`config.mk`:
```
export PLATFORM = sky130hd
export DESIGN_NAME = flash_rewrite_bus_control
export DESIGN_NICKNAME = d
export VERILOG_FILES = /design/src/inc/frbc_pkg.sv /design/src/inc/frbc_reg_if.sv /design/src/rtl/flash_rewrite_bus_control.sv /design/src/rtl/frbc_apb_slave.sv /design/src/rtl/frbc_sync.sv
export VERILOG_INCLUDE_DIRS = /design/src /design/src/inc
export SDC_FILE = /design/constraint.sdc
export NUM_CORES = 1
export LEC_CHECK = 0
export BUFFER_PORTS_ARGS = -buffer_cell sky130_fd_sc_hd__buf_2
export CAP_MARGIN = 20
export CORE_ASPECT_RATIO = 0.7
export CORE_MARGIN = 4
export CORE_UTILIZATION = 30
export CTS_CLUSTER_DIAMETER = 30
export DETAILED_ROUTE_END_ITERATION = 10
export GPL_TIMING_DRIVEN = 0
export SETUP_SLACK_MARGIN = 0.05
export SLEW_MARGIN = 25
export SYNTH_ARGS = -nofsm -noshare
export SYNTH_HDL_FRONTEND = slang
export SYNTH_SLANG_ARGS = --single-unit
```
`constraint.sdc`:
```
create_clock -name core_clk -period 1.9 [get_ports core_clk]
set_input_delay 0 -clock core_clk [delete_from_list [all_inputs] [get_ports core_clk]]
set_output_delay 0 -clock core_clk [all_outputs]
set_load 0.01 [all_outputs]
```
`src/inc/frbc_defines.svh`:
```
/*
 * Register offsets, field positions, reset values and keys of the flash rewrite bus control.
 * Assumes a byte-addressed APB map with one aligned 32-bit word per register.
 */
`ifndef FRBC_DEFINES_SVH
`define FRBC_DEFINES_SVH
// Register byte offsets; timing 0/3 share storage with external bus control 0/3.
`define FRBC_OFS_TIMING0   8'h00
`define FRBC_OFS_TIMING3   8'h04
`define FRBC_OFS_BOUND_A   8'h08
`define FRBC_OFS_BOUND_B   8'h0C
`define FRBC_OFS_BOUND_C   8'h10
`define FRBC_OFS_FCTRL0    8'h14
`define FRBC_OFS_PROTECT   8'h18
`define FRBC_OFS_MODECTL   8'h1C
`define FRBC_OFS_BUSFMT    8'h20
// Timing register: writable field mask and bits that always read as one.
`define FRBC_TIM_MASK      16'h6F1F
`define FRBC_TIM_FIXED     16'h1080
`define FRBC_TIM_RESET     16'h0000
`define FRBC_TIM_OPTIMAL   16'h5885
// Flash control register 0 bit positions.
`define FRBC_FC_MODESEL    0
`define FRBC_FC_LOCKMODE   1
`define FRBC_FC_LOCKSTAT   2
`define FRBC_FC_RDREADY    3
`define FRBC_FC_FINALBUSY  4
// Mode control and bus format bit positions.
`define FRBC_MC_ENABLE     0
`define FRBC_BF_MUX0       0
`define FRBC_BF_MUX3       1
// Protect release key and reset values.
`define FRBC_PROTECT_KEY   8'hAA
`define FRBC_BYTE_RESET    8'h00
`endif

```
`src/inc/frbc_pkg.sv`:
```
/*
 * Types of the flash rewrite bus control.
 * Assumes the defines header supplies all numeric constants.
 */
package frbc_pkg;
  // Operating mode of the device as seen by the rewrite logic.
  typedef enum logic [1:0] {
    FRBC_NORMAL,
    FRBC_REWRITE,
    FRBC_REWRITE_HELD
  } frbc_mode_type;
  // One 16-bit timing / external bus control word.
  typedef logic [15:0] frbc_timing_type;
endpackage : frbc_pkg

```
`src/inc/frbc_reg_if.sv`:
```
/*
 * Register access channel between the APB slave and the register file.
 * Assumes both ends run on the same clock.
 */
`timescale 1ns/1ps
interface frbc_reg_if;
  logic        wrEn;   // One-cycle write strobe, taken with pready.
  logic [7:0]  addr;   // Byte address of the access.
  logic [31:0] wdata;  // Write data.
  logic [31:0] rdata;  // Read data of the addressed register.
  logic        hit;    // Address maps to a register.
  modport slave (output wrEn, addr, wdata, input rdata, hit);
  modport regs  (input wrEn, addr, wdata, output rdata, hit);
endinterface : frbc_reg_if

```
`src/rtl/flash_rewrite_bus_control.sv`:
```
/*
 * Flash rewrite bus control: timing, boundary, protect, mode and flash status registers.
 * Assumes an APB master, pin-level flash status and an external bus unit fed by the outputs.
 */
`timescale 1ns/1ps
`include "frbc_defines.svh"

// Functional notes
// - Timing fields accept optimal encoding values
// - Optimal timing fields read back 5885h
// - Single-chip: primary timing for both areas
// - Expansion: data area uses secondary timing
// - Timing registers share external bus storage
// - Expansion-mode timing write forces separate 16-bit, no wait
// - Rewrite ignores hold; multiplexed spaces blocked
// - Protected writes only while key AAh
// - Ready, lock status, lock read mode bits
// - Final command busy flag while not acceptable
// - Enable bit zero returns normal mode
// - Enable bit one enters rewrite mode
// - Abort event resets control, read array
module flash_rewrite_bus_control #(
  parameter int SYNC_STAGES = 2
) (
  input  wire logic        core_clk,
  input  wire logic        rstn,
  input  wire logic        psel,
  input  wire logic        penable,
  input  wire logic        pwrite,
  input  wire logic [7:0]  paddr,
  input  wire logic [31:0] pwdata,
  output logic      [31:0] prdata,
  output logic             pready,
  output logic             pslverr,
  input  wire logic        memExpansionPin,
  input  wire logic        holdRequestPin,
  input  wire logic        extWaitPin,
  input  wire logic [3:0]  abortEventPins,
  input  wire logic        flashReadyPin,
  input  wire logic        flashFinalBusyPin,
  input  wire logic        flashLockPin,
  output logic      [15:0] progAreaTiming,
  output logic      [15:0] dataAreaTiming,
  output logic             rewriteMode,
  output logic             cpuHeldRewrite,
  output logic      [1:0]  csForcedFormat,
  output logic      [1:0]  csDataBlocked,
  output logic             extWaitAccepted,
  output logic             holdAck,
  output logic             flashReadArray,
  output logic             lockViaDataBus
);
  // Elaboration check on the synchroniser depth.
  initial begin
    if (SYNC_STAGES < 2) begin
      $error("SYNC_STAGES must be at least 2");
    end
  end

  frbc_reg_if regBus ();  // Register access channel.

  // APB front end.
  frbc_apb_slave u_apb (
    .core_clk (core_clk),
    .rstn     (rstn),
    .psel     (psel),
    .penable  (penable),
    .pwrite   (pwrite),
    .paddr    (paddr),
    .pwdata   (pwdata),
    .prdata   (prdata),
    .pready   (pready),
    .pslverr  (pslverr),
    .bus      (regBus)
  );

  // All pin inputs cross through the synchroniser before use.
  logic [8:0] pinSync;  // Synchronised pins.
  frbc_sync #(.WIDTH(9), .STAGES(SYNC_STAGES)) u_sync (
    .core_clk (core_clk),
    .rstn     (rstn),
    .din      ({flashLockPin, flashFinalBusyPin, flashReadyPin, abortEventPins,
                extWaitPin, holdRequestPin}),
    .dout     (pinSync)
  );
  wire holdReq   = pinSync[0];         // Bus hold request.
  wire extWait   = pinSync[1];         // External wait input.
  wire abortEvt  = |pinSync[5:2];      // Any of the four abort sources.
  wire flashRdy  = pinSync[6];         // Flash ready for read.
  wire finalBusy = pinSync[7];         // Flash cannot take the last command yet.
  wire lockPin   = pinSync[8];         // Lock status from the flash.

  // Expansion mode is a level sampled after synchronisation.
  logic memExpansion;       // Registered expansion mode strap.
  logic memExpansionPin_q;  // Synchronised strap pin.
  always_ff @(posedge core_clk) begin
    if (!rstn) memExpansion <= 1'b0;
    else       memExpansion <= memExpansionPin_q;
  end
  frbc_sync #(.WIDTH(1), .STAGES(SYNC_STAGES)) u_strap (
    .core_clk (core_clk),
    .rstn     (rstn),
    .din      (memExpansionPin),
    .dout     (memExpansionPin_q)
  );

  // Stored registers.
  frbc_pkg::frbc_timing_type timing0;  // Timing 0, shared with external bus control 0.
  frbc_pkg::frbc_timing_type timing3;  // Timing 3, shared with external bus control 3.
  logic [7:0] boundA;                  // Chip-select boundary A.
  logic [7:0] boundB;                  // Chip-select boundary B.
  logic [7:0] boundC;                  // Chip-select boundary C.
  logic [7:0] protectRelease;          // Protect release key register.
  logic       rewriteEnable;           // Rewrite mode enable bit.
  logic       modeSelect;              // Rewrite mode select bit.
  logic       lockReadMode;            // Lock read mode bit.
  logic [1:0] busMux;                  // Multiplexed format of spaces 0 and 3.
  frbc_pkg::frbc_mode_type mode;       // Current mode.

  // Address decode: one wire per register.
  function automatic logic isAddr(input logic [7:0] a, input logic [7:0] ofs);
    return a == ofs;
  endfunction
  wire selT0 = isAddr(regBus.addr, `FRBC_OFS_TIMING0);
  wire selT3 = isAddr(regBus.addr, `FRBC_OFS_TIMING3);
  wire selBA = isAddr(regBus.addr, `FRBC_OFS_BOUND_A);
  wire selBB = isAddr(regBus.addr, `FRBC_OFS_BOUND_B);
  wire selBC = isAddr(regBus.addr, `FRBC_OFS_BOUND_C);
  wire selFC = isAddr(regBus.addr, `FRBC_OFS_FCTRL0);
  wire selPR = isAddr(regBus.addr, `FRBC_OFS_PROTECT);
  wire selMC = isAddr(regBus.addr, `FRBC_OFS_MODECTL);
  wire selBF = isAddr(regBus.addr, `FRBC_OFS_BUSFMT);
  assign regBus.hit = selT0 | selT3 | selBA | selBB | selBC | selFC | selPR | selMC | selBF;

  // Protected registers take writes only while the key is held.
  wire unlocked = (protectRelease == `FRBC_PROTECT_KEY);
  wire protWr   = regBus.wrEn & unlocked;
  wire timingWr = protWr & (selT0 | selT3);

  // Timing value seen by software: stored fields plus the fixed-one bits.
  function automatic logic [15:0] timRead(input logic [15:0] t);
    return (t & `FRBC_TIM_MASK) | `FRBC_TIM_FIXED;
  endfunction
  wire [15:0] readT0 = timRead(timing0);
  wire [15:0] readT3 = timRead(timing3);

  // Flash control register 0 read view; lock status shows only in status mode.
  wire lockFlag = lockReadMode & lockPin;
  wire [7:0] fctrlRead = {3'b000, finalBusy, flashRdy, lockFlag, lockReadMode, modeSelect};

  // Read multiplexer; unmapped reads return zero.
  assign regBus.rdata = selT0 ? {16'h0000, readT0} :
                        selT3 ? {16'h0000, readT3} :
                        selBA ? {24'h000000, boundA} :
                        selBB ? {24'h000000, boundB} :
                        selBC ? {24'h000000, boundC} :
                        selFC ? {24'h000000, fctrlRead} :
                        selPR ? {24'h000000, protectRelease} :
                        selMC ? {31'h0000_0000, rewriteEnable} :
                        selBF ? {30'h0000_0000, busMux} : 32'h0000_0000;

  // Timing and boundary registers; one storage for timing and bus control.
  always_ff @(posedge core_clk) begin
    if (!rstn) begin
      timing0 <= `FRBC_TIM_RESET;
      timing3 <= `FRBC_TIM_RESET;
      boundA  <= `FRBC_BYTE_RESET;
      boundB  <= `FRBC_BYTE_RESET;
      boundC  <= `FRBC_BYTE_RESET;
    end else begin
      if (protWr && selT0) timing0 <= regBus.wdata[15:0] & `FRBC_TIM_MASK;
      if (protWr && selT3) timing3 <= regBus.wdata[15:0] & `FRBC_TIM_MASK;
      if (protWr && selBA) boundA <= regBus.wdata[7:0];
      if (protWr && selBB) boundB <= regBus.wdata[7:0];
      if (protWr && selBC) boundC <= regBus.wdata[7:0];
    end
  end

  // Protect key register; free to write at any time.
  always_ff @(posedge core_clk) begin
    if (!rstn) protectRelease <= `FRBC_BYTE_RESET;
    else if (regBus.wrEn && selPR) protectRelease <= regBus.wdata[7:0];
  end

  // Mode enable (protected) and flash control bits; an abort clears the latter.
  always_ff @(posedge core_clk) begin
    if (!rstn) begin
      rewriteEnable <= 1'b0;
      modeSelect    <= 1'b0;
      lockReadMode  <= 1'b0;
    end else begin
      if (protWr && selMC) rewriteEnable <= regBus.wdata[`FRBC_MC_ENABLE];
      if (abortEvt) begin
        modeSelect   <= 1'b0;
        lockReadMode <= 1'b0;
      end else if (regBus.wrEn && selFC) begin
        modeSelect   <= regBus.wdata[`FRBC_FC_MODESEL];
        lockReadMode <= regBus.wdata[`FRBC_FC_LOCKMODE];
      end
    end
  end

  // Bus format: a timing write in expansion mode forces separate format; the force wins over a bus format write.
  wire forceSep = timingWr & memExpansion;
  always_ff @(posedge core_clk) begin
    if (!rstn) begin
      busMux <= 2'b00;
    end else if (forceSep) begin
      busMux <= 2'b00;
    end else if (protWr && selBF) begin
      busMux <= regBus.wdata[1:0];
    end
  end

  // Mode state follows the enable and select bits.
  frbc_pkg::frbc_mode_type next_mode;
  always_comb begin
    case (mode)
      frbc_pkg::FRBC_NORMAL:       next_mode = rewriteEnable ? frbc_pkg::FRBC_REWRITE
                                                             : frbc_pkg::FRBC_NORMAL;
      frbc_pkg::FRBC_REWRITE,
      frbc_pkg::FRBC_REWRITE_HELD: next_mode = !rewriteEnable ? frbc_pkg::FRBC_NORMAL
                                               : modeSelect ? frbc_pkg::FRBC_REWRITE_HELD
                                               : frbc_pkg::FRBC_REWRITE;
      default:                     next_mode = frbc_pkg::FRBC_NORMAL;
    endcase
  end
  always_ff @(posedge core_clk) begin
    if (!rstn) mode <= frbc_pkg::FRBC_NORMAL;
    else       mode <= next_mode;
  end

  // Registered outputs toward the flash and external bus units.
  wire inRewrite = (mode != frbc_pkg::FRBC_NORMAL);
  always_ff @(posedge core_clk) begin
    if (!rstn) begin
      progAreaTiming  <= 16'h0000;
      dataAreaTiming  <= 16'h0000;
      rewriteMode     <= 1'b0;
      cpuHeldRewrite  <= 1'b0;
      csForcedFormat  <= 2'b00;
      csDataBlocked   <= 2'b00;
      extWaitAccepted <= 1'b0;
      holdAck         <= 1'b0;
      flashReadArray  <= 1'b0;
      lockViaDataBus  <= 1'b0;
    end else begin
      progAreaTiming  <= readT0;
      dataAreaTiming  <= memExpansion ? readT3 : readT0;
      rewriteMode     <= inRewrite;
      cpuHeldRewrite  <= (mode == frbc_pkg::FRBC_REWRITE_HELD);
      if (forceSep) csForcedFormat <= 2'b11;
      csDataBlocked   <= inRewrite ? busMux : 2'b00;
      extWaitAccepted <= extWait & ~(|csForcedFormat);
      holdAck         <= holdReq & ~inRewrite;
      flashReadArray  <= abortEvt;
      lockViaDataBus  <= ~lockReadMode;
    end
  end
endmodule : flash_rewrite_bus_control

```
`src/rtl/frbc_apb_slave.sv`:
```
/*
 * APB slave front end: one wait state, registered answer, error on unmapped address.
 * Assumes an APB master that holds the request until pready.
 */
`timescale 1ns/1ps
module frbc_apb_slave (
  input  wire logic        core_clk,
  input  wire logic        rstn,
  input  wire logic        psel,
  input  wire logic        penable,
  input  wire logic        pwrite,
  input  wire logic [7:0]  paddr,
  input  wire logic [31:0] pwdata,
  output logic      [31:0] prdata,
  output logic             pready,
  output logic             pslverr,
  frbc_reg_if.slave        bus
);
  // Access phase seen and not yet answered.
  wire accessPending = psel & penable & ~pready;

  // The write lands at the edge where pready is sampled high.
  assign bus.wrEn  = psel & penable & pready & pwrite & bus.hit;
  assign bus.addr  = paddr;
  assign bus.wdata = pwdata;

  // Answer one cycle into the access phase; reads capture the register then.
  always_ff @(posedge core_clk) begin
    if (!rstn) begin
      pready  <= 1'b0;
      prdata  <= 32'h0000_0000;
      pslverr <= 1'b0;
    end else begin
      pready  <= accessPending;
      pslverr <= accessPending & ~bus.hit;
      if (accessPending) begin
        prdata <= (!pwrite && bus.hit) ? bus.rdata : 32'h0000_0000;
      end
    end
  end
endmodule : frbc_apb_slave

```
`src/rtl/frbc_sync.sv`:
```
/*
 * Multi-bit two-or-more stage level synchroniser for pin inputs.
 * Assumes each bit is an independent slow level.
 */
`timescale 1ns/1ps
module frbc_sync #(
  parameter int WIDTH  = 1,
  parameter int STAGES = 2
) (
  input  wire logic             core_clk,
  input  wire logic             rstn,
  input  wire logic [WIDTH-1:0] din,
  output logic      [WIDTH-1:0] dout
);
  // Fewer than two stages would let a metastable value reach logic.
  initial begin
    if (STAGES < 2 || WIDTH < 1) begin
      $error("frbc_sync needs STAGES >= 2 and WIDTH >= 1");
    end
  end

  logic [WIDTH-1:0] stage [STAGES];  // Only the next stage reads each stage; dout reads the last one.

  // Each stage is a plain register chain.
  genvar g;
  generate
    for (g = 0; g < STAGES; g++) begin : g_stage
      always_ff @(posedge core_clk) begin
        if (!rstn) begin
          stage[g] <= '0;
        end else begin
          stage[g] <= (g == 0) ? din : stage[(g == 0) ? 0 : g - 1];
        end
      end
    end
  endgenerate

  assign dout = stage[STAGES-1];
endmodule : frbc_sync

```
### Word level (Yosys, flattened, before mapping)

Memories as Yosys holds them, arrays and structs flattened. A register that Yosys moved wholly into a read port is not among the register bits.
Cells that the tools add are included.

* register bits: 136
* RAM bits: 20
* input bits: 55
* output and inout bits: 76
* logic and storage cells: 111
* memories: 2

* equal/unequal tests: 11
* multiplexer cells: 22
* bitwise logic cells: 30
* reductions and logical operators: 21

Memory list
* u_sync.stage: depth 2, bits a word 9, read ports 2, clocked after Yosys merged registers in 0, write ports 2, line frbc_sync.sv:22 `logic [WIDTH-1:0] stage [STAGES];`
* u_strap.stage: depth 2, bits a word 1, read ports 2, clocked after Yosys merged registers in 1, write ports 2, line frbc_sync.sv:22

Operators with widths (count)
* $mux W15: 4
* $mux W8: 5
* $eq A8 B5 Y1 const B: 4
* $mux W9: 2
* $eq A8 B4 Y1 const B: 2
* $mux W13: 1
* $and A1 B1 Y1: 12
* $or A1 B1 Y1: 12
* $logic_and A1 B1 Y1: 10
* $eq A8 B3 Y1 const B: 1
* $eq A8 B6 Y1 const B: 1
* $eq A8 B8 Y1 const B: 1
* $logic_not A8 Y1: 1
* $mux W2: 4
* $not A1 Y1: 6
* $reduce_or A2 Y1: 3
* $mux W1: 5
* $reduce_or A5 Y1: 1
* $pmux W2 S2: 1
* $reduce_or A4 Y1: 1
* $eq A2 B1 Y1 const B: 1
* $eq A2 B2 Y1 const B: 1
* $logic_not A1 Y1: 2
* $logic_not A2 Y1: 1
* 2 further kinds: 2

### Longest topological paths before layout

* depth in word-level cells: 14
* gate-level depth with buffers: 8
* gate-level depth less buffers: 5

### Modules after synthesis

Synthesis repeated with hierarchy kept, for this count alone.

* cells, all modules: 642
* area, all modules: 6182.2 um^2

Modules (own cells, without submodules)
* flash_rewrite_bus_control: times used 1, cells each 481, area each 4214.0 um^2, sequential area each 1901.8 um^2
* frbc_apb_slave: times used 1, cells each 120, area each 1413.9 um^2, sequential area each 680.7 um^2
* frbc_sync (u_sync): times used 1, cells each 37, area each 501.7 um^2, sequential area each 360.3 um^2
* frbc_sync (u_strap): times used 1, cells each 4, area each 52.6 um^2, sequential area each 40.0 um^2

### Least setup slack after synthesis

No wires, ideal clock.

* path kind: register to register
* start point: register protectRelease[5]
* end point: register boundB[0]
* library setup time: 117 ps
* data arrival time: 1628 ps
* data required time: 1783 ps
* slack: 155 ps
* stages on the path, launching flop included: 7
* path buffers: 1
* clock period less this slack: 1745 ps
* cells stage by stage: dfxtp_1 -> nor4bb_1 -> and3_1 -> clkbuf_1 -> nand3_1 -> mux2i_1 -> nor2b_1

* word-level cells in the longest chain between the ends: 3

RTL lines
* from (decl): line flash_rewrite_bus_control.sv:113 `logic [7:0] protectRelease;`
* from (signal assigned): line flash_rewrite_bus_control.sv:181 `` if (!rstn) protectRelease <= `FRBC_BYTE_RESET; ``
* from (signal assigned): line flash_rewrite_bus_control.sv:182 `else if (regBus.wrEn && selPR) protectRelease <= regBus.wdata[7:0];`
* $eq A8 B8 Y1 (no source line)
* $and A1 B1 Y1: line flash_rewrite_bus_control.sv:137 `wire protWr = regBus.wrEn & unlocked;`
* $logic_and A1 B1 Y1: line flash_rewrite_bus_control.sv:174 `if (protWr && selBB) boundB <= regBus.wdata[7:0];`
* to (signal assigned): line flash_rewrite_bus_control.sv:168 `` boundB <= `FRBC_BYTE_RESET; ``
* to (signal assigned): line flash_rewrite_bus_control.sv:174
* to (decl): line flash_rewrite_bus_control.sv:111 `logic [7:0] boundB;`

Every way passes these cells.
A chain may end at the register's enable or synchronous reset.

### Worst setup path in the final report

* start point: input port paddr[3]
* end point: register timing0[1]

* word-level cells in the longest chain between the ends: 12
* elaborated cells between the ends (all ways): 20
* those cells by class: eq/ne: 8; bitwise: 10; reduce/logical: 2

RTL lines
* from (decl): line flash_rewrite_bus_control.sv:30 `input wire logic [7:0] paddr,`
* $eq A8 B3 Y1 / $logic_not A8 Y1 (equally long branches): line flash_rewrite_bus_control.sv:122 `return a == ofs;`
* $or A1 B1 Y1 (8 in series): line flash_rewrite_bus_control.sv:133 `assign regBus.hit = selT0 | selT3 | selBA | selBB | selBC | selFC | selPR | selMC | selBF;`
* $and A1 B1 Y1: line frbc_apb_slave.sv:23 `assign bus.wrEn = psel & penable & pready & pwrite & bus.hit;`
* $and A1 B1 Y1: line flash_rewrite_bus_control.sv:137
* $logic_and A1 B1 Y1 *: line flash_rewrite_bus_control.sv:171 `` if (protWr && selT0) timing0 <= regBus.wdata[15:0] & `FRBC_TIM_MASK; ``
* to (signal assigned): line flash_rewrite_bus_control.sv:165 `` timing0 <= `FRBC_TIM_RESET; ``
* to (signal assigned): line flash_rewrite_bus_control.sv:171
* to (decl): line flash_rewrite_bus_control.sv:108 `frbc_pkg::frbc_timing_type timing0;`

Every way passes the cells marked *; elsewhere a longest branch is shown, timed or not.

==> summary.md <==
| Metric | Value |
|---|---|
| Critical Path Fanout Max | `10` |
| Via count | `4514` |
| Iter 0 DRT Violations | `399` |
| Pins Over Slew Limit | `0` |
| Die ar. | `0.0205 sq mm` |
| DP Worst Slack | `-0.350 ns` |
| Net count, final | `782` |
| R2R cell count | `6` |
| Die Y | `121 um` |
| Synth Instances | `572` |
| Post-route ant nets | `0` |
| Sequential fraction of the synthesis area | `0.484` |
| Critical Path AT | `2.09 ns` |
| Top Usage Layer GRT | `met1` |
| Vias in the first global route | `4284` |
| Top-area cell type share of the netlist area | `0.484` |
| Die Width | `169 um` |
| Mapped Avg Cell Area | `9.54 sq um` |
| Worst vdd ir | `0.000473 V` |
| Final worst setup slack | `0.146 ns` |
| Clock root buffer | `clkbuf_16` |
| Cell row count | `40` |
| Grt ovf | `0` |
| Layout area overhead | `32.3%` |
| Unrepaired setup endpoints after global routing | `no` |
| Initial antenna violation count | `0` |
| CTS Sinks | `132` |
| Reg clk slew, reported paths | `0.06 ns` |
| Top FF cell, synth | `dfxtp_1` |
| FF+latch count, synth | `132` |
| Final setup vio count | `0` |
| Post-synth EDFFs | `0` |
| Clock Skew | `0.00549 ns` |
| Cell variety after synth | `56` |
| Syn. warnings | `0` |
| # IOs | `131` |
| Largest net degree at the start of global routing | `17` |
| Detailed placement HPWL | `11.8 mm` |
| Synth area leader | `dfxtp_1` |
| P per Cell Area | `912 mW/mm^2` |
| Port bufs | `87` |
| Initial DRT Pass Iterations | `5` |
| Met1 Use GR | `0.227` |
| Avg Vias per Cell | `4.67` |
| Post-route clock period utilization | `0.923` |
| Fin crit period | `1.75 ns` |
| Routed len/inst | `16.5 um` |
| Initial Utilization | `0.312` |
| Ranking of synthesized cells by area | `dfxtp_1 (48%), mux2i_1 (9.2%), nor2b_1 (5.8%)` |
| DRC Markers | `0` |
| Worst Setup End Kind | `flop` |
| CTS tree | `done` |
| Worst Max-Slew Pin Slew | `1.06 ns` |
| WHS Path Cells | `4` |
| N_diodes | `0` |
| Leakage | `3.00 nW` |
| Placer Congestion | `0.955` |
| Status | `finished, final reports clean` |
| H-Tree Depth | `4` |
| Met2 Use GR | `0.208` |
| Total GRT Usage | `0.155` |
| Commonest non-fill, non-tap cell in the layout | `dfxtp_1` |
| Post-synthesis cell area | `0.00546 sq mm` |
| Layout filler cell count | `1766` |
| Async SR Flop Fraction | `0` |
| Rel. slew slack | `0.282` |
| Post-Route Setup TNS | `0 ns` |
| HP Class | `input port to flop` |
| Max cap viols | `0` |
| First-pass GRT wire length | `24.5 mm` |
| Area of the core | `0.0175 sq mm` |
| Met3 usage | `0.0609` |
| Clk Latency, worst-skew pair | `0.41 ns` |
| WS Path Type | `input port to flop` |
| Post-detailed-routing wire length | `16.0 mm` |
| Most frequent cells in the layout | `dfxtp_1 (132), buf_2 (91), nand2_1 (74)` |
| Fin. Hold Viols | `0` |
| R2R Setup Slk | `0.17 ns` |
| CTS max path bufs | `2` |
| Share of cells above drive strength 1 | `0.234` |
| Fmax | `0.570 GHz` |
| Setup crit start kind | `input port` |
| Data required, critical path | `2.23 ns` |
| CTS buffer count | `17` |
-- power by group --
| group | switching [mW] | internal (mW) |
|---|---|---|
| sequential | 0.00734 | 2.80 |
| clock | 1.24 | 2.17 |
| combinational | 0.211 | 0.164 |
-- worst paths after layout --
kind	from	end
setup / recovery	paddr[3]	timing0[1]
hold / removal	penable	u_apb.pready
setup reg to reg	protectRelease[5]	rewriteEnable
hold reg to reg	u_sync.stage[1][1]	extWaitAccepted
-- final cells by class --
type                            instances  area (sq um)  area share
Tap cell                              231           289      0.0400
Timing Repair Buffer                  112           683      0.0946
Clock inverter                         11           150      0.0208
Buffer                                 60           343      0.0475
Inverter                                6          22.5     0.00312
Multi-Input combinational cell        395          2630       0.364
Sequential cell                       132          2640       0.366
Clock buffer                           20           467      0.0646
-- stage by stage --
stage               power, mW  std cells  hold slack [ns]  utilization  instance area, sq um
finish                   6.59        967           0.0621        0.412                  7220
detailed placement       3.19        912            0.166        0.358                  6270
CTS                      6.62        966           0.0545        0.410                  7170
floorplan                3.06        594           0.0277            -                  5540
global placement         3.19        912            0.164        0.358                  6270
global route             6.81        967           0.0659        0.412                  7220
-- worst max-delay path, cell delays in order --
cell and delay, ns:
buf_2 0.14, clkbuf_1 0.28, nor4_1 0.76, nand2_1 0.23
nor3_2 0.20, buf_4 0.22, nand2_1 0.06, a21boi_0 0.18
-- timing repair --
action | 4_1_cts | 5_1_grt
setup endpoints to repair | 46 | 24
endpoints found under the hold margin | 52 | 0
hold buffers | 24 | 0
gates resized for setup | 11 | 12
cloned | 0 | 0
setup buffers | 0 | 1
pin swaps | 1 | 1
-- Yosys cell counts (2+ instances only) --
| cell type | instances |
|---|---|
| dfxtp_1 | 132 |
| nand2_1 | 74 |
| nor2b_1 | 51 |
| mux2i_1 | 50 |
| and2_1 | 45 |
| buf_4 | 27 |
| clkbuf_1 | 27 |
| a21boi_0 | 23 |
| a22oi_1 | 12 |
| o21ai_0 | 12 |
| nor2_1 | 11 |
| nand3_1 | 8 |
| a21oi_1 | 7 |
| and3_1 | 7 |
| inv_1 | 6 |
| nor3_1 | 6 |
| buf_2 | 5 |
| nor4_1 | 5 |
| o22ai_1 | 5 |
| a31oi_1 | 4 |
| and4_1 | 3 |
| ha_1 | 3 |
| nand2b_1 | 3 |
| o31ai_1 | 3 |
| a21boi_1 | 2 |
| a222oi_1 | 2 |
| a32oi_1 | 2 |
| buf_1 | 2 |
| nand3b_1 | 2 |
| nor2_4 | 2 |
| nor4b_1 | 2 |
| nor4bb_1 | 2 |
| o2bb2ai_1 | 2 |
| or3_1 | 2 |
| or4_1 | 2 |
-- kinds of logic (layout without fill, tap and decap cells) --
logic type	after synthesis	count (layout)	synth area share
AO/OA/AOI/OAI	82	82	0.106
adder cells (fa/ha/maj)	3	3	0.00688
buffers and inverters	67	209	0.0658
flip-flops	132	132	0.484
multiplexers	52	52	0.0979
other	1	23	0.000687
AND/OR/NAND/NOR	235	235	0.239
-- per-layer routing --
layer  share of wire  wire length, um  vias up
met4           0.015              246        0
met2            0.39             6230      190
li1                -                -     2213
met5               0                0        -
met1            0.49             7870     2085
met3            0.10             1630       26
-- state kept, by name, summed over array words and instances (netlist names), 11 cells and up --
register,count
dataAreaTiming,12
progAreaTiming,12
timing0,11
timing3,11
u_apb.prdata,15
u_sync.stage,18
(Power assumes the default switching activity.)
